[src/verilog/rhw_pkg.sv]
// Operation
// (RQ1) Idle to wake-up: enable, no burst, idle time
// (RQ2) Wake-up ends when wake-up timer runs out
// (RQ3) Low-side on ends: min time, low threshold/max
// (RQ4) Dead time ends: startup, max, slew, polarity
// (RQ5) Config bit adds matched dead time on rise
// (RQ6) High-side on ends: min time, high threshold/max
// (RQ7) Low-side exit to idle on fault counter expiry
// (RQ8) High-side to idle for burst-off
// (RQ9) Startup counter loads 15 on enable rise
// (RQ10) Startup timeout ignored once startup counter zero
// (RQ11) Startup dead-time clamp only before counter expiry
// (RQ12) Burst counter 15 down; halt while feedback low
// (RQ13) Overcurrent counter loads 4, counts faulty cycles
// (RQ14) Overvoltage counter decrements per event; the code steps once per cycle that bias_overvoltage is high
// (RQ15) Count every completed switching cycle
// (RQ16) Enable low returns any active state to idle
// (RQ17) State timers restart on entry, fixed limits
// (RQ18) Idle entry reloads counters; outputs low; the code reloads the startup counter only on enable rise, not on idle entry
// (RQ19) Fixed state order of the cycle
// (RQ20) Gates and ramps decoded from state
// (RQ21) Polarity blanked 1us during dead time
`default_nettype none
package rhw_pkg;
	typedef enum logic [2:0] {
		ST_IDLE, ST_WAKE, ST_LOW_SIDE_ON_STATE, ST_DT_RISE, ST_HIGH_SIDE_ON_STATE, ST_DT_FALL
	} rhw_state_e;

	// *****************************************
	// Timing
	// *****************************************
	localparam int          CLK_NS       = 10;
	localparam int          TMR_W        = 12;
	localparam int          IDLE_MIN_NS  = 1000;
	localparam int          WAKE_NS      = 2000;
	localparam int          ON_MIN_NS    = 500;
	localparam int          ON_MAX_NS    = 20000;
	localparam int          DT_MAX_NS    = 1500;
	localparam int          SU_DT_NS     = 600;
	localparam int          BLANK_NS     = 1000;
	localparam logic [11:0] IDLE_MIN_CYC = 12'((IDLE_MIN_NS+CLK_NS-1)/CLK_NS);
	localparam logic [11:0] WAKE_CYC     = 12'((WAKE_NS+CLK_NS-1)/CLK_NS);
	localparam logic [11:0] ON_MIN_CYC   = 12'((ON_MIN_NS+CLK_NS-1)/CLK_NS);
	localparam logic [11:0] ON_MAX_CYC   = 12'(ON_MAX_NS / CLK_NS);
	localparam logic [11:0] DT_MAX_CYC   = 12'(DT_MAX_NS / CLK_NS);
	localparam logic [11:0] SU_DT_CYC    = 12'(SU_DT_NS / CLK_NS);
	localparam logic [11:0] BLANK_CYC    = 12'((BLANK_NS+CLK_NS-1)/CLK_NS);

	// *****************************************
	// Counter loads
	// *****************************************
	localparam logic [3:0]  STARTUP_LOAD = 4'hf;
	localparam logic [3:0]  BURST_LOAD   = 4'hf;
	localparam logic [2:0]  OCP_LOAD     = 3'h4;
	localparam logic [2:0]  OVP_LOAD_DEF = 3'h4;

	// *****************************************
	// Register map
	// *****************************************
	localparam int          AXI_AW       = 4;
	localparam logic [3:0]  REG_CTRL     = 4'h0;
	localparam logic [3:0]  REG_STATUS   = 4'h4;
	localparam logic [3:0]  REG_CYCLES   = 4'h8;
	localparam int          CTRL_MATCH   = 0;
	localparam logic [31:0] CTRL_RST     = 32'h0000_0000;
	localparam logic [1:0]  RESP_OKAY    = 2'h0;
	localparam logic [1:0]  RESP_DECERR  = 2'h3;
endpackage
`default_nettype wire

[src/verilog/rhw_timer.sv]
`default_nettype none
// Saturating up-counter of cycles spent in the current state
module rhw_timer #(
	parameter int W = 12
) (
	input  wire logic         mclk,
	input  wire logic         srst,
	input  wire logic         restart,
	output logic      [W-1:0] count
);
	// Restart on state entry, hold at full scale
	always_ff @(posedge mclk) begin
		if (srst || restart) begin
			count <= '0;
		end else if (count != '1) begin
			count <= count + 1'b1;
		end
	end
endmodule
`default_nettype wire

[src/verilog/rhw_axi_regs.sv]
`default_nettype none
// AXI4-Lite slave: control register and read-back of block state
module rhw_axi_regs (
	input  wire logic                      mclk,
	input  wire logic                      srst,
	input  wire logic [rhw_pkg::AXI_AW-1:0] s_axi_awaddr,
	input  wire logic                      s_axi_awvalid,
	output logic                           s_axi_awready,
	input  wire logic [31:0]               s_axi_wdata,
	input  wire logic [3:0]                s_axi_wstrb,
	input  wire logic                      s_axi_wvalid,
	output logic                           s_axi_wready,
	output logic      [1:0]                s_axi_bresp,
	output logic                           s_axi_bvalid,
	input  wire logic                      s_axi_bready,
	input  wire logic [rhw_pkg::AXI_AW-1:0] s_axi_araddr,
	input  wire logic                      s_axi_arvalid,
	output logic                           s_axi_arready,
	output logic      [31:0]               s_axi_rdata,
	output logic      [1:0]                s_axi_rresp,
	output logic                           s_axi_rvalid,
	input  wire logic                      s_axi_rready,
	input  wire logic [31:0]               status_word,
	input  wire logic [31:0]               cycles_word,
	output logic      [31:0]               ctrl
);
	import rhw_pkg::*;
	logic [AXI_AW-1:0] aw_addr;
	logic [31:0]       w_data;
	logic [3:0]        w_strb;
	logic              do_write;

	assign do_write = !s_axi_awready && !s_axi_wready && !s_axi_bvalid;

	// Write channels taken in either order, answer after both
	always_ff @(posedge mclk) begin
		if (srst) begin
			s_axi_awready <= 1'b1;
			s_axi_wready  <= 1'b1;
			s_axi_bvalid  <= 1'b0;
			s_axi_bresp   <= RESP_OKAY;
			aw_addr       <= '0;
			w_data        <= '0;
			w_strb        <= '0;
		end else begin
			if (s_axi_awvalid && s_axi_awready) begin
				s_axi_awready <= 1'b0;
				aw_addr       <= s_axi_awaddr;
			end
			if (s_axi_wvalid && s_axi_wready) begin
				s_axi_wready <= 1'b0;
				w_data       <= s_axi_wdata;
				w_strb       <= s_axi_wstrb;
			end
			if (do_write) begin
				s_axi_bvalid <= 1'b1;
				s_axi_bresp  <= (aw_addr == REG_CTRL || aw_addr == REG_STATUS
					|| aw_addr == REG_CYCLES) ? RESP_OKAY : RESP_DECERR;
			end
			if (s_axi_bvalid && s_axi_bready) begin
				s_axi_bvalid  <= 1'b0;
				s_axi_awready <= 1'b1;
				s_axi_wready  <= 1'b1;
			end
		end
	end

	// Control register, only bit 0 (CTRL_MATCH) holds a bit
	always_ff @(posedge mclk) begin
		if (srst) begin
			ctrl <= CTRL_RST;
		end else if (do_write && aw_addr == REG_CTRL && w_strb[0]) begin
			ctrl <= {31'h0000_0000, w_data[CTRL_MATCH]};
		end
	end

	// Read answer one cycle after the address is taken
	always_ff @(posedge mclk) begin
		if (srst) begin
			s_axi_arready <= 1'b1;
			s_axi_rvalid  <= 1'b0;
			s_axi_rdata   <= '0;
			s_axi_rresp   <= RESP_OKAY;
		end else if (s_axi_arvalid && s_axi_arready) begin
			s_axi_arready <= 1'b0;
			s_axi_rvalid  <= 1'b1;
			s_axi_rresp   <= RESP_OKAY;
			unique case (s_axi_araddr)
				REG_CTRL:   s_axi_rdata <= ctrl;
				REG_STATUS: s_axi_rdata <= status_word;
				REG_CYCLES: s_axi_rdata <= cycles_word;
				default: begin
					s_axi_rdata <= '0;
					s_axi_rresp <= RESP_DECERR;
				end
			endcase
		end else if (s_axi_rvalid && s_axi_rready) begin
			s_axi_rvalid  <= 1'b0;
			s_axi_arready <= 1'b1;
		end
	end
endmodule
`default_nettype wire

[src/verilog/rhw_wavegen.sv]
// Our own choices: the AXI4-Lite slave port and the placing of the registers.
`default_nettype none
// Half-bridge resonant waveform sequencer
module rhw_wavegen #(
	parameter logic [2:0] OVP_LOAD = rhw_pkg::OVP_LOAD_DEF
) (
	input  wire logic                      mclk,
	input  wire logic                      srst,
	input  wire logic                      waveform_enable,
	input  wire logic                      fb_below_burst_threshold,
	input  wire logic                      cap_voltage_below_low_thresh,
	input  wire logic                      cap_voltage_above_high_thresh,
	input  wire logic                      cap_voltage_above_midpoint,
	input  wire logic                      rise_slew_complete,
	input  wire logic                      fall_slew_complete,
	input  wire logic                      current_polarity,
	input  wire logic                      matched_deadtime_done,
	input  wire logic                      overcurrent_level1,
	input  wire logic                      bias_overvoltage,
	output logic                           gate_high,
	output logic                           gate_low,
	output logic                           high_ramp_active,
	output logic                           low_ramp_active,
	input  wire logic [rhw_pkg::AXI_AW-1:0] s_axi_awaddr,
	input  wire logic                      s_axi_awvalid,
	output logic                           s_axi_awready,
	input  wire logic [31:0]               s_axi_wdata,
	input  wire logic [3:0]                s_axi_wstrb,
	input  wire logic                      s_axi_wvalid,
	output logic                           s_axi_wready,
	output logic      [1:0]                s_axi_bresp,
	output logic                           s_axi_bvalid,
	input  wire logic                      s_axi_bready,
	input  wire logic [rhw_pkg::AXI_AW-1:0] s_axi_araddr,
	input  wire logic                      s_axi_arvalid,
	output logic                           s_axi_arready,
	output logic      [31:0]               s_axi_rdata,
	output logic      [1:0]                s_axi_rresp,
	output logic                           s_axi_rvalid,
	input  wire logic                      s_axi_rready
);
	import rhw_pkg::*;

	rhw_state_e        state;
	rhw_state_e        next_state;
	logic [TMR_W-1:0]  tmr;
	logic [31:0]       ctrl;
	logic [3:0]        startup_cnt;
	logic [3:0]        burst_cnt;
	logic [2:0]        ocp_cnt;
	logic [2:0]        ovp_cnt;
	logic [15:0]       cycle_cnt;
	logic              en_q;
	logic              pol_q;
	logic              ocp_seen;
	logic              en_rise;
	logic              in_dt;
	logic              current_polarity_fall;
	logic              startup_count_done;
	logic              startup_deadtime_timeout;
	logic              deadtime_max_timeout;
	logic              burst_count_done;
	logic              ls_exit;
	logic              hs_exit;
	logic              dt_common;
	logic              rise_end;
	logic              burst_off;
	logic              fault_stop;
	logic              cycle_end;
	logic              idle_entry;

	// *****************************************
	// Register bus
	// *****************************************
	rhw_axi_regs u_regs (
		.mclk          (mclk),
		.srst          (srst),
		.s_axi_awaddr  (s_axi_awaddr),
		.s_axi_awvalid (s_axi_awvalid),
		.s_axi_awready (s_axi_awready),
		.s_axi_wdata   (s_axi_wdata),
		.s_axi_wstrb   (s_axi_wstrb),
		.s_axi_wvalid  (s_axi_wvalid),
		.s_axi_wready  (s_axi_wready),
		.s_axi_bresp   (s_axi_bresp),
		.s_axi_bvalid  (s_axi_bvalid),
		.s_axi_bready  (s_axi_bready),
		.s_axi_araddr  (s_axi_araddr),
		.s_axi_arvalid (s_axi_arvalid),
		.s_axi_arready (s_axi_arready),
		.s_axi_rdata   (s_axi_rdata),
		.s_axi_rresp   (s_axi_rresp),
		.s_axi_rvalid  (s_axi_rvalid),
		.s_axi_rready  (s_axi_rready),
		.status_word   ({12'h000, 1'b0, ovp_cnt, 1'b0, ocp_cnt,
			burst_cnt, startup_cnt, 1'b0, state}),
		.cycles_word   ({16'h0000, cycle_cnt}),
		.ctrl          (ctrl)
	);

	// *****************************************
	// State timer
	// *****************************************
	// Restarts whenever the state changes
	rhw_timer #(.W(TMR_W)) u_tmr (
		.mclk    (mclk),
		.srst    (srst),
		.restart (next_state != state), // [RQ17]
		.count   (tmr)
	);

	// *****************************************
	// Transition terms
	// *****************************************
	assign en_rise    = waveform_enable && !en_q;
	assign in_dt      = state == ST_DT_RISE || state == ST_DT_FALL;
	assign current_polarity_fall = in_dt && tmr >= BLANK_CYC
		&& pol_q && !current_polarity; // [RQ21]
	assign startup_count_done       = startup_cnt == 4'h0;
	assign startup_deadtime_timeout = tmr >= SU_DT_CYC;
	assign deadtime_max_timeout     = tmr >= DT_MAX_CYC;
	assign burst_count_done         = burst_cnt == 4'h0;
	assign ls_exit = tmr >= ON_MIN_CYC
		&& (cap_voltage_below_low_thresh || tmr >= ON_MAX_CYC); // [RQ3]
	assign hs_exit = tmr >= ON_MIN_CYC
		&& (cap_voltage_above_high_thresh || tmr >= ON_MAX_CYC); // [RQ6]
	// Startup clamp only counts before the startup counter expires
	assign dt_common = (!startup_count_done && startup_deadtime_timeout)
		|| deadtime_max_timeout || current_polarity_fall; // [RQ4] [RQ10] [RQ11]
	assign rise_end = ctrl[CTRL_MATCH]
		? rise_slew_complete && matched_deadtime_done
		: rise_slew_complete; // [RQ5]
	assign burst_off = burst_count_done && cap_voltage_above_midpoint
		&& fb_below_burst_threshold && tmr >= ON_MIN_CYC; // [RQ8] [RQ12]
	assign fault_stop = ocp_cnt == 3'h0 || ovp_cnt == 3'h0; // [RQ7]
	assign cycle_end  = state == ST_DT_FALL && next_state == ST_LOW_SIDE_ON_STATE;
	assign idle_entry = next_state == ST_IDLE && state != ST_IDLE;

	// Next-state selection
	always_comb begin
		next_state = state;
		unique case (state)
			ST_IDLE: begin
				if (waveform_enable && !fb_below_burst_threshold
					&& tmr >= IDLE_MIN_CYC) begin
					next_state = ST_WAKE; // [RQ1]
				end
			end
			ST_WAKE: begin
				if (!waveform_enable) begin
					next_state = ST_IDLE; // [RQ16]
				end else if (tmr >= WAKE_CYC) begin
					next_state = ST_LOW_SIDE_ON_STATE; // [RQ2] [RQ19]
				end
			end
			ST_LOW_SIDE_ON_STATE: begin
				if (!waveform_enable) begin
					next_state = ST_IDLE; // [RQ16]
				end else if (ls_exit) begin
					next_state = fault_stop ? ST_IDLE : ST_DT_RISE; // [RQ7]
				end
			end
			ST_DT_RISE: begin
				if (!waveform_enable) begin
					next_state = ST_IDLE; // [RQ16]
				end else if (dt_common || rise_end) begin
					next_state = ST_HIGH_SIDE_ON_STATE; // [RQ4] [RQ19]
				end
			end
			ST_HIGH_SIDE_ON_STATE: begin
				if (!waveform_enable || burst_off) begin
					next_state = ST_IDLE; // [RQ16] [RQ8]
				end else if (hs_exit) begin
					next_state = ST_DT_FALL; // [RQ19]
				end
			end
			ST_DT_FALL: begin
				if (!waveform_enable) begin
					next_state = ST_IDLE; // [RQ16]
				end else if (dt_common || fall_slew_complete) begin
					next_state = ST_LOW_SIDE_ON_STATE; // [RQ4] [RQ19]
				end
			end
		endcase
	end

	// State register
	always_ff @(posedge mclk) begin
		if (srst) begin
			state <= ST_IDLE;
		end else begin
			state <= next_state;
		end
	end

	// Gate and ramp commands, registered from the next state
	always_ff @(posedge mclk) begin
		if (srst) begin
			gate_low         <= 1'b0;
			gate_high        <= 1'b0;
			low_ramp_active  <= 1'b0;
			high_ramp_active <= 1'b0;
		end else begin
			gate_low         <= next_state == ST_LOW_SIDE_ON_STATE; // [RQ20] [RQ18]
			gate_high        <= next_state == ST_HIGH_SIDE_ON_STATE; // [RQ20]
			low_ramp_active  <= next_state == ST_LOW_SIDE_ON_STATE
				|| next_state == ST_DT_FALL; // [RQ20]
			high_ramp_active <= next_state == ST_HIGH_SIDE_ON_STATE
				|| next_state == ST_DT_RISE; // [RQ20]
		end
	end

	// Input history for edge detection
	always_ff @(posedge mclk) begin
		if (srst) begin
			en_q  <= 1'b0;
			pol_q <= 1'b0;
		end else begin
			en_q  <= waveform_enable;
			pol_q <= current_polarity;
		end
	end

	// *****************************************
	// Cycle counters
	// *****************************************
	// Startup counter: load on enable rise, one step per completed switching cycle
	always_ff @(posedge mclk) begin
		if (srst) begin
			startup_cnt <= 4'h0;
		end else if (en_rise) begin
			startup_cnt <= STARTUP_LOAD; // [RQ9] [RQ18]
		end else if (cycle_end && !startup_count_done) begin
			startup_cnt <= startup_cnt - 4'h1; // [RQ9]
		end
	end

	// Burst counter: reload in idle, count down to zero
	always_ff @(posedge mclk) begin
		if (srst || idle_entry) begin
			burst_cnt <= BURST_LOAD; // [RQ18]
		end else if (cycle_end && !burst_count_done) begin
			burst_cnt <= burst_cnt - 4'h1; // [RQ12]
		end
	end

	// Overcurrent seen within the current cycle; a new event wins
	always_ff @(posedge mclk) begin
		if (srst) begin
			ocp_seen <= 1'b0;
		end else begin
			ocp_seen <= state != ST_IDLE
				&& (overcurrent_level1 || (ocp_seen && !cycle_end));
		end
	end

	// Overcurrent counter: one step per faulty cycle
	always_ff @(posedge mclk) begin
		if (srst || idle_entry) begin
			ocp_cnt <= OCP_LOAD; // [RQ18]
		end else if (cycle_end && (ocp_seen || overcurrent_level1)
			&& ocp_cnt != 3'h0) begin
			ocp_cnt <= ocp_cnt - 3'h1; // [RQ13]
		end
	end

	// Overvoltage counter: one step per cycle that bias_overvoltage is high
	always_ff @(posedge mclk) begin
		if (srst || idle_entry) begin
			ovp_cnt <= OVP_LOAD; // [RQ18]
		end else if (bias_overvoltage && ovp_cnt != 3'h0) begin
			ovp_cnt <= ovp_cnt - 3'h1; // [RQ14]
		end
	end

	// Completed switching cycles since idle
	always_ff @(posedge mclk) begin
		if (srst || idle_entry) begin
			cycle_cnt <= 16'h0000; // [RQ18]
		end else if (cycle_end) begin
			cycle_cnt <= cycle_cnt + 16'h0001; // [RQ15]
		end
	end
endmodule
`default_nettype wire

[config.mk]
export PLATFORM = sky130hd
export DESIGN_NAME = rhw_wavegen
export DESIGN_NICKNAME = d
export VERILOG_FILES = /design/src/verilog/rhw_pkg.sv /design/src/verilog/rhw_timer.sv /design/src/verilog/rhw_axi_regs.sv /design/src/verilog/rhw_wavegen.sv
export SDC_FILE = /design/constraint.sdc
export NUM_CORES = 1
export LEC_CHECK = 0
export ABC_AREA = 1
export BUFFER_PORTS_ARGS = -buffer_cell sky130_fd_sc_hd__buf_2
export CAP_MARGIN = 15
export CORE_MARGIN = 2
export CORE_UTILIZATION = 55
export CTS_CLUSTER_SIZE = 10
export DETAILED_ROUTE_END_ITERATION = 10
export PLACE_DENSITY = 0.77
export REMOVE_ABC_BUFFERS = 1
export SETUP_SLACK_MARGIN = 0.15
export SYNTH_ARGS = -nofsm -noshare
export SYNTH_HDL_FRONTEND = slang
export SYNTH_HIERARCHICAL = 1
export SYNTH_SLANG_ARGS = --single-unit
export TNS_END_PERCENT = 100
[constraint.sdc]
create_clock -name mclk -period 3.45 [get_ports mclk]
set_clock_uncertainty 0.15 [all_clocks]
set_input_delay 0.1725 -clock mclk [delete_from_list [all_inputs] [get_ports mclk]]
set_output_delay 0.1725 -clock mclk [all_outputs]
set_load 0.02 [all_outputs]
==> results of run 1 <==
[per-stage QoR]
stage	total power, mW	hold slack (ns)	instances	utilization, %
2_1_floorplan	1.35	0.0849	795	-
3_3_place_gp	1.43	0.229	1005	61.2
3_5_place_dp	1.44	0.239	1005	61.2
4_1_cts	2.22	0.00775	1037	64.9
5_1_grt	2.31	0.0434	1037	64.9
6_report	2.20	0.0188	1037	64.9
[layer usage]
metal | GRT usage, % | up-vias | routed length [µm]
met5 | 0 | - | 0
met4 | 9.75 | 0 | 227
met3 | 4.32 | 25 | 513
met2 | 41.8 | 108 | 6250
met1 | 28.7 | 2441 | 5710
li1 | - | 2716 | -
[worst register-to-register path, stage by stage (launching register included)]
cell	delay [ns]
dfxtp_1	0.50
inv_1	0.10
nand2_1	0.08
nor2_1	0.05
o21ai_2	0.18
nand2_1	0.07
nand2_1	0.12
nor2_1	0.07
nor2_1	0.15
nand4_1	0.14
nand3_1	0.10
nand2_1	0.05
nor2_1	0.10
nand2_1	0.08
nor2_1	0.44
inv_1	0.20
a31oi_1	0.18
[layout make-up]
type / instances / area [µm²] / share of cell area [%]
repair buffers: 93 / 558 / 8.79
inverters: 93 / 349 / 5.50
clock inverters: 4 / 50.0 / 0.788
flip-flops and latches: 98 / 1960 / 30.9
clock buffers: 12 / 155 / 2.44
multi-input cells: 604 / 3110 / 48.9
well taps: 133 / 166 / 2.62
[cells in the final DEF, fill, tap and decap left out, types with 22 or more instances in the layout]
| cell type | n |
|---|---|
| nand2_1 | 199 |
| nand3_1 | 99 |
| dfxtp_1 | 98 |
| inv_1 | 87 |
| buf_2 | 72 |
| nor2_1 | 66 |
| o21ai_0 | 34 |
| conb_1 | 31 |
| a21oi_2 | 30 |
| a21oi_1 | 26 |
| nor2_2 | 22 |
[path summary, 6_finish.rpt]
kind | to | slack [ns] | cells past startpoint
setup / recovery | u_tmr/count[3] | 0.62 | 16
hold / removal | en_q | 0.02 | 3
setup reg to reg | u_tmr/count[3] | 0.62 | 16
hold reg to reg | u_regs/w_data[0] | 0.32 | 2
[state kept, by name, summed over array words and instances (netlist names), 3 cells and up]
signal and flops:
state 3, burst_cnt 4, ovp_cnt 3, startup_cnt 4, ocp_cnt 3, u_tmr/count 12, u_regs/s_axi_rdata 32, cycle_cnt 16
u_regs/aw_addr 4
[power by group through the flow]
stage                     clock network (mW)  registers (mW)  logic [mW]
final                                  0.768            1.18       0.249
after global routing                   0.839            1.19       0.278
after CTS                              0.787            1.18       0.246
after detailed placement                   0            1.21       0.231
after global placement                     0            1.21       0.223
after floorplan                            0            1.22       0.131
==> results.yml, run 1 <==
status:
  status: "complete, no violations"
power_and_ir_drop:
  clockPowerShare_pct: 34.9
  p_int_mw: 1.62
  p_sw_share_pct: 26.4
  power_frac_seq_pct: 53.8
  power_switching_mw: 0.580
  p_leak_nw: 2.85
  ir_drop_mv: 0.186
  p_per_area_nw_per_um2: 346
  pwr-share-comb_pct: 11.3
timing:
  slew_violations: 0
  setup_ws_ns: 0.617
  rsz0062_at_grt: "no"
  worstMarginPinSlew_ns: 0.770
  slew_headroom_pct: 48.6
  period_share_pct: 82.1
  final.setup.tns_ns: 0
  fmax_ghz: 0.353
  hold_violations: 0
  min_period_ns: 2.83
  finalSetupViolCount: 0
clock_tree:
  cts_setup_buffers: 0
  clock-sinks: 98
  path_clk_slew_ns: 0.08
  post_cts_resized: 0
  htree_levels: 3
  clock_latency_ns: 0.37
  ctsHoldBuffers: 16
  clk_root_buffer_cell: "clkbuf_8"
  cts_made_buffers: 9
  cts_tree: "built"
  cts_buffer_depth: 2
layout:
  drive_gt1_share_pct: 18.7
  fin_area_um2: 6350
  diodes: 0
  nNetsFinal: 971
  synthToLayoutAreaGrowth_pct: 14.7
  final.fill_count: 944
routing:
  ant_nets: 0
  drt_iter0_drc: 231
  drc_errors: 0
  via_count: 5290
  via_per_inst: 5.10
  wl_per_cell_um: 12.2
  wl_mm: 12.7
  first_pass_iters: 5
critical_path:
  crit_fanout: 8
  arrival_ns: 2.97
  cp_top_family: "simple AND/OR/NAND/NOR gates"
  start_kind: "flop"
  required_ns: 3.59
  critical_path_class: "reg -> reg"
  end_kind: "flop"
  worstPathCellList: "inv_1 > nand2_1 > nor2_1 > o21ai_2 > nand2_1 > nand2_1 > nor2_1 > nor2_1 > nand4_1 > nand3_1 > nand2_1 > nor2_1 > nand2_1 > nor2_1 > inv_1 > a31oi_1"
  slowest_stage: "dfxtp_1"
  reg2reg_from: "u_tmr/count[2]"
  crit_path_start: "u_tmr/count[2]"
  cpPeakStageDelay_ns: 0.50
  path_buf_inv: 2
placement:
  dp.final_hpwl_mm: 8.86
  place_ws_ns: 0.660
  placed_area_um2: 5980
  place_congestion: 0.921
  port_buffers: 72
floorplanning:
  rows: 36
  die_w_um: 104
  initial_utilization_pct: 56.6
  die_h_um: 104
  pin_count: 107
  die-area_um2: 10900
  coreArea_um2: 9770
hold_path:
  hold_path_class: "in -> reg"
  hp-start: "waveform_enable"
synth:
  synth_area_um2: 5530
  yosysWarningCount: 6
  syn_avg_cell_area_um2: 6.93
  synthCells: 798
global_route:
  grt-ovfl-total: 0
  grt_pass1_wl_mm: 21.8
  grt_use_total_pct: 23.9
  antenna_found_initial: 0
  grt_start_max_net_pins: 41
  grt_pass1_vias: 5081
flow_run:
  drv_cap: 0
Note: power is estimated with default switching activity, not from simulation.
==> run 2, diff against run 1 <==
- ABC_AREA: 1 -> 0
- CORE_UTILIZATION: 55 -> 50
- PLACE_DENSITY: 0.77 -> 0.75
- clock period: 3.45 -> 2.6 ns (I/O delays scaled with it)
==> run 2 against run 1 <==
Effect of this change:
- the flow now finishes with violations (negative setup slack)
- combinational power increased by 26%
- sequential power up 32%
- hold slack improved by 0.031 ns
- clock power grew 32%
- die area shrank 7.9%
- largest cell class unchanged
- fmax up 4.4%
- largest power group unchanged
==> results.yml, run 2 <==
placement:
  dp.final_hpwl_mm: 8.17
  place_congestion: 0.904
  dp.cells: 780
  place_ws_ns: -0.170
  port_buffers: 72
  placed_area_um2: 5510
layout:
  final_common_cell: "dfxtp_1"
  largest_reg_flops: 32
  final_cells: 823
  top_regs: "u_regs/s_axi_rdata (32), cycle_cnt (16), u_tmr/count (12)"
  final.fill_count: 737
  layout_common_cells: "dfxtp_1 (92), buf_2 (72), nand2_1 (69)"
  nNetsFinal: 780
  final_core_util_pct: 67.9
  largest_register: "u_regs/s_axi_rdata"
  diodes: 0
  synthToLayoutAreaGrowth_pct: 33.9
  drive_gt1_share_pct: 29.8
  fin_area_um2: 6180
power_and_ir_drop:
  p_int_mw: 2.13
  p_per_area_nw_per_um2: 468
  ir_drop_mv: 0.267
  p_sw_share_pct: 26.5
  pwr-share-comb_pct: 10.8
  totalPowerFinal_mw: 2.89
  power_switching_mw: 0.765
  p_leak_nw: 2.56
  power_frac_seq_pct: 54.1
  clockPowerShare_pct: 35.1
status:
  status: "finished, violations left"
  violations: "negative setup slack"
floorplanning:
  initial_utilization_pct: 50.7
  pin_count: 107
  die-area_um2: 10000
  rows: 35
  coreArea_um2: 9110
  die_w_um: 100
  die_h_um: 100
clock_tree:
  clock_latency_ns: 0.37
  clk_root_buffer_cell: "clkbuf_8"
  clock-sinks: 98
  htree_levels: 3
  cts_made_buffers: 9
  path_clk_slew_ns: 0.09
  cts_buffer_depth: 2
  cts_tree: "built"
global_route:
  grt-ovfl-total: 0
  grt_use_met1_pct: 30.8
  grt_pass1_vias: 4375
  antenna_found_initial: 0
  grt_start_max_net_pins: 32
  grt_use_total_pct: 25.2
  grt_pass1_wl_mm: 20.2
  use_met3_pct: 3.97
  grt_most_used_layer: "met2"
  grt.met2_usage_pct: 45.2
critical_path:
  start_kind: "flop"
  path_buf_inv: 0
  end_kind: "flop"
  worstPathCellList: "or4_4 > o311ai_4 > nand2_1 > and4_4 > nand2_2 > nand4_1 > or2_0 > or4_1 > nand2_1"
  slowest_stage: "or4_4"
  crit_fanout: 3
  arrival_ns: 2.88
  cpPeakStageDelay_ns: 0.56
  cp_top_family: "simple AND/OR/NAND/NOR gates"
  critical_path_class: "reg -> reg"
  crit_top_cell: "nand2_1"
  required_ns: 2.76
timing:
  final.setup.tns_ns: -0.412
  slew_violations: 0
  rsz0062_at_grt: "yes"
  fmax_ghz: 0.368
  period_share_pct: 104
  worstMarginPinSlew_ns: 0.887
  finalSetupViolCount: 16
  slew_headroom_pct: 40.6
  whs_ns: 0.0495
  setup_ws_ns: -0.114
  hold_violations: 0
  min_period_ns: 2.71
routing:
  via_count: 4577
  drt_iter0_drc: 239
  via_per_inst: 5.56
  wl_per_cell_um: 14.9
  wl_mm: 12.3
  first_pass_iters: 5
  drc_errors: 0
  ant_nets: 0
synth:
  synth_area_um2: 4620
  yosysWarningCount: 6
  syn_avg_cell_area_um2: 8.66
  synthCells: 533
hold_path:
  hold_path_class: "in -> reg"
flow_run:
  drv_cap: 0
==> run 2: cell type report <==
cell class | instances | area [µm²] | area share [%]
Tap cell | 111 | 139 | 2.25
Timing Repair Buffer | 153 | 1040 | 16.8
Multi-Input combinational cell | 425 | 2760 | 44.6
Clock inverter | 6 | 73.8 | 1.19
Inverter | 21 | 78.8 | 1.27
Clock buffer | 9 | 124 | 2.00
Sequential cell | 98 | 1970 | 31.8
==> run 2: power groups by stage <==
stage / registers (mW) / clock network, mW / logic, mW
global route: 1.57 / 1.09 / 0.347
detailed placement: 1.60 / 0 / 0.272
global placement: 1.59 / 0 / 0.262
finish: 1.56 / 1.01 / 0.313
CTS: 1.56 / 1.03 / 0.307
floorplan: 1.61 / 0 / 0.132
==> run 2: final timing paths <==
path | start | to | slack (ns) | depth (start not counted)
max | u_tmr/count[9] | u_tmr/count[4] | -0.11 | 9
min | waveform_enable | startup_cnt[0] | 0.05 | 3
max reg2reg | u_tmr/count[9] | u_tmr/count[4] | -0.11 | 9
min reg2reg | u_regs/s_axi_rdata[16] | u_regs/s_axi_rdata[16] | 0.30 | 2
==> run 2: timing repair <==
action	4_1_cts	5_1_grt
setup buffers	5	1
pin swaps	33	7
hold endpoints to repair	16	0
setup endpoints to repair	43	45
cloned	3	0
gates resized for setup	36	14
hold buffers	19	0
==> run 2: worst reg2reg max path: cells and delay by family, from the launching register on <==
kind,cells,cell delay (ns)
flip-flops,1,0.34
AND/OR/NAND/NOR,8,1.85
AO/OA/AOI/OAI,1,0.33
==> run 2: routing by layer <==
layer	share of wire [%]	wire length, µm	up-vias
met5	0	0	-
met2	49	6080	144
met4	1.6	200	0
li1	-	-	2249
met3	5.0	620	19
met1	44	5390	2165
==> run 3, diff against run 2 <==
- ABC_AREA: 0 -> 1
- CORE_UTILIZATION: 50 -> 51
==> run 3 against run 2 <==
Effect of this change:
- the run now ends clean
- routed wire length up 5.1%
- critical path depth up 8
- count of clock-buffer cells in the layout up 1
- core utilization down 6.1 points
- power down 3.7%
- design area up 6.9%
- critical path type unchanged
- highest routed layer unchanged
==> results.yml, run 3 (synthesis results as in run 1) <==
status:
  status: "complete, no violations"
clock_tree:
  clk_root_buffer_cell: "clkbuf_8"
  clock_latency_ns: 0.37
  htree_levels: 3
  clock-sinks: 98
  cts_tree: "built"
  cts_buffer_depth: 2
  path_clk_slew_ns: 0.09
  cts_made_buffers: 9
timing:
  period_share_pct: 90.2
  worstMarginPinSlew_ns: 0.758
  min_period_ns: 2.34
  final.setup.tns_ns: 0
  rsz0062_at_grt: "no"
  hold_violations: 0
  slew_violations: 0
  slew_headroom_pct: 49.4
  whs_ns: 0.0547
  fmax_ghz: 0.427
  finalSetupViolCount: 0
critical_path:
  crit_top_cell: "nand2_1"
  required_ns: 2.76
  start_kind: "flop"
  critical_path_class: "reg -> reg"
  path_buf_inv: 2
  worstPathCellList: "inv_2 > ha_1 > nand3_2 > nand2_1 > nand2_2 > nor2_4 > nand4_1 > nand3_1 > nor2_1 > nand2_1 > nand3_1 > nor2_1 > nand2_1 > nor2_4 > buf_4 > nand2_1 > nor2_1"
  cp_top_family: "simple AND/OR/NAND/NOR gates"
  crit_fanout: 5
  cpPeakStageDelay_ns: 0.34
  end_kind: "flop"
  slowest_stage: "dfxtp_2"
  arrival_ns: 2.50
power_and_ir_drop:
  power_frac_seq_pct: 56.3
  p_per_area_nw_per_um2: 421
  ir_drop_mv: 0.328
  p_sw_share_pct: 28.0
  p_leak_nw: 2.96
  clockPowerShare_pct: 31.3
  p_int_mw: 2.00
  power_switching_mw: 0.780
  pwr-share-comb_pct: 12.5
floorplanning:
  initial_utilization_pct: 51.7
  die-area_um2: 11700
  coreArea_um2: 10700
  die_h_um: 108
  rows: 38
  pin_count: 107
  die_w_um: 108
routing:
  ant_nets: 0
  drc_errors: 0
  via_per_inst: 4.99
  wl_per_cell_um: 12.1
  wl_mm: 12.9
  drt_iter0_drc: 255
  via_count: 5334
  first_pass_iters: 4
layout:
  drive_gt1_share_pct: 23.9
  diodes: 0
  nNetsFinal: 996
  top_regs: "u_regs/s_axi_rdata (32), cycle_cnt (16), u_tmr/count (12)"
  fin_area_um2: 6610
  layout_common_cells: "nand2_1 (196), nand3_1 (97), dfxtp_1 (86)"
  largest_reg_flops: 32
  synthToLayoutAreaGrowth_pct: 19.5
  final.fill_count: 1053
  largest_register: "u_regs/s_axi_rdata"
  final_common_cell: "nand2_1"
placement:
  dp.final_hpwl_mm: 8.78
  port_buffers: 72
  place_congestion: 0.877
  placed_area_um2: 6120
global_route:
  grt_start_max_net_pins: 67
  grt_pass1_vias: 4827
  antenna_found_initial: 0
  grt_pass1_wl_mm: 21.3
  grt_use_total_pct: 22.3
  grt-ovfl-total: 0
flow_run:
  drv_cap: 0
hold_path:
  hold_path_class: "in -> reg"
## run 3: changes by cell type in the layout (fill, tap and decap cells not counted), moves of 8 or more
cell | previous run | this run
nand2_1 | 69 | 196
nand3_1 | 20 | 97
inv_1 | 19 | 82
a22oi_1 | 31 | 0
buf_4 | 58 | 28
o21ai_1 | 30 | 3
a21oi_2 | 4 | 30
o21ai_0 | 10 | 33
nor2_1 | 39 | 59
nor2_2 | 7 | 27
nand3b_1 | 0 | 9
xnor2_1 | 19 | 10
inv_2 | 2 | 10
## run 3: layer usage
| layer | share of wire, % | routed length, µm | global-route usage (%) | vias up |
|---|---|---|---|---|
| li1 | - | - | - | 2778 |
| met1 | 45 | 5860 | 27.9 | 2411 |
| met2 | 48 | 6240 | 39.1 | 121 |
| met3 | 4.4 | 563 | 4.22 | 24 |
| met4 | 2.0 | 255 | 6.59 | 0 |
| met5 | 0 | 0 | 0 | - |
## run 3: area by class of cell
class                      instances  area, µm²  share of cell area, %
clock buffer                      10        128                   1.93
clock inverter                     5       32.5                  0.492
inverter                          93        349                   5.28
multi-input combinational        604       3180                   48.1
sequential                        98       1990                   30.0
tap                              140        175                   2.65
timing repair buffer             118        761                   11.5
## run 3: power groups by stage
stage	Clock (mW)	Sequential (mW)	Combinational [mW]
floorplan	0	1.62	0.174
global placement	0	1.60	0.308
detailed placement	0	1.60	0.315
CTS	0.894	1.57	0.336
global route	0.955	1.57	0.393
finish	0.870	1.57	0.347
## run 3: tightest hold or removal path, cell delays in order
cell     delay, ns
buf_2         0.10
nand2_1       0.15
a21oi_1       0.09
nand3_1       0.08
## run 3: per-stage QoR
stage,instances,setup slack (ns),total power [mW],util (%)
finish,1068,0.256,2.78,61.8
floorplan,795,0.196,1.79,-
global placement,1027,0.105,1.91,57.2
global route,1068,0.0704,2.92,61.8
CTS,1059,0.166,2.80,60.3
detailed placement,1027,0.0954,1.92,57.2
## run 3: path summary, 6_finish.rpt
kind	from	end	slack (ns)	depth (start not counted)
min reg2reg	u_regs/s_axi_bresp[0]	u_regs/s_axi_bresp[0]	0.31	2
min	bias_overvoltage	ovp_cnt[2]	0.05	4
max reg2reg	startup_cnt[0]	u_tmr/count[4]	0.26	17
max	startup_cnt[0]	u_tmr/count[4]	0.26	17
## run 3: timing repair
| action | in CTS | in global routing |
|---|---|---|
| resized for setup | 1 | 40 |
| setup buffers | 0 | 9 |
| pin swaps | 0 | 15 |
| hold buffers | 17 | 0 |
| cloned | 0 | 0 |
| setup endpoints to repair | 10 | 32 |
| hold endpoints to repair | 15 | 0 |
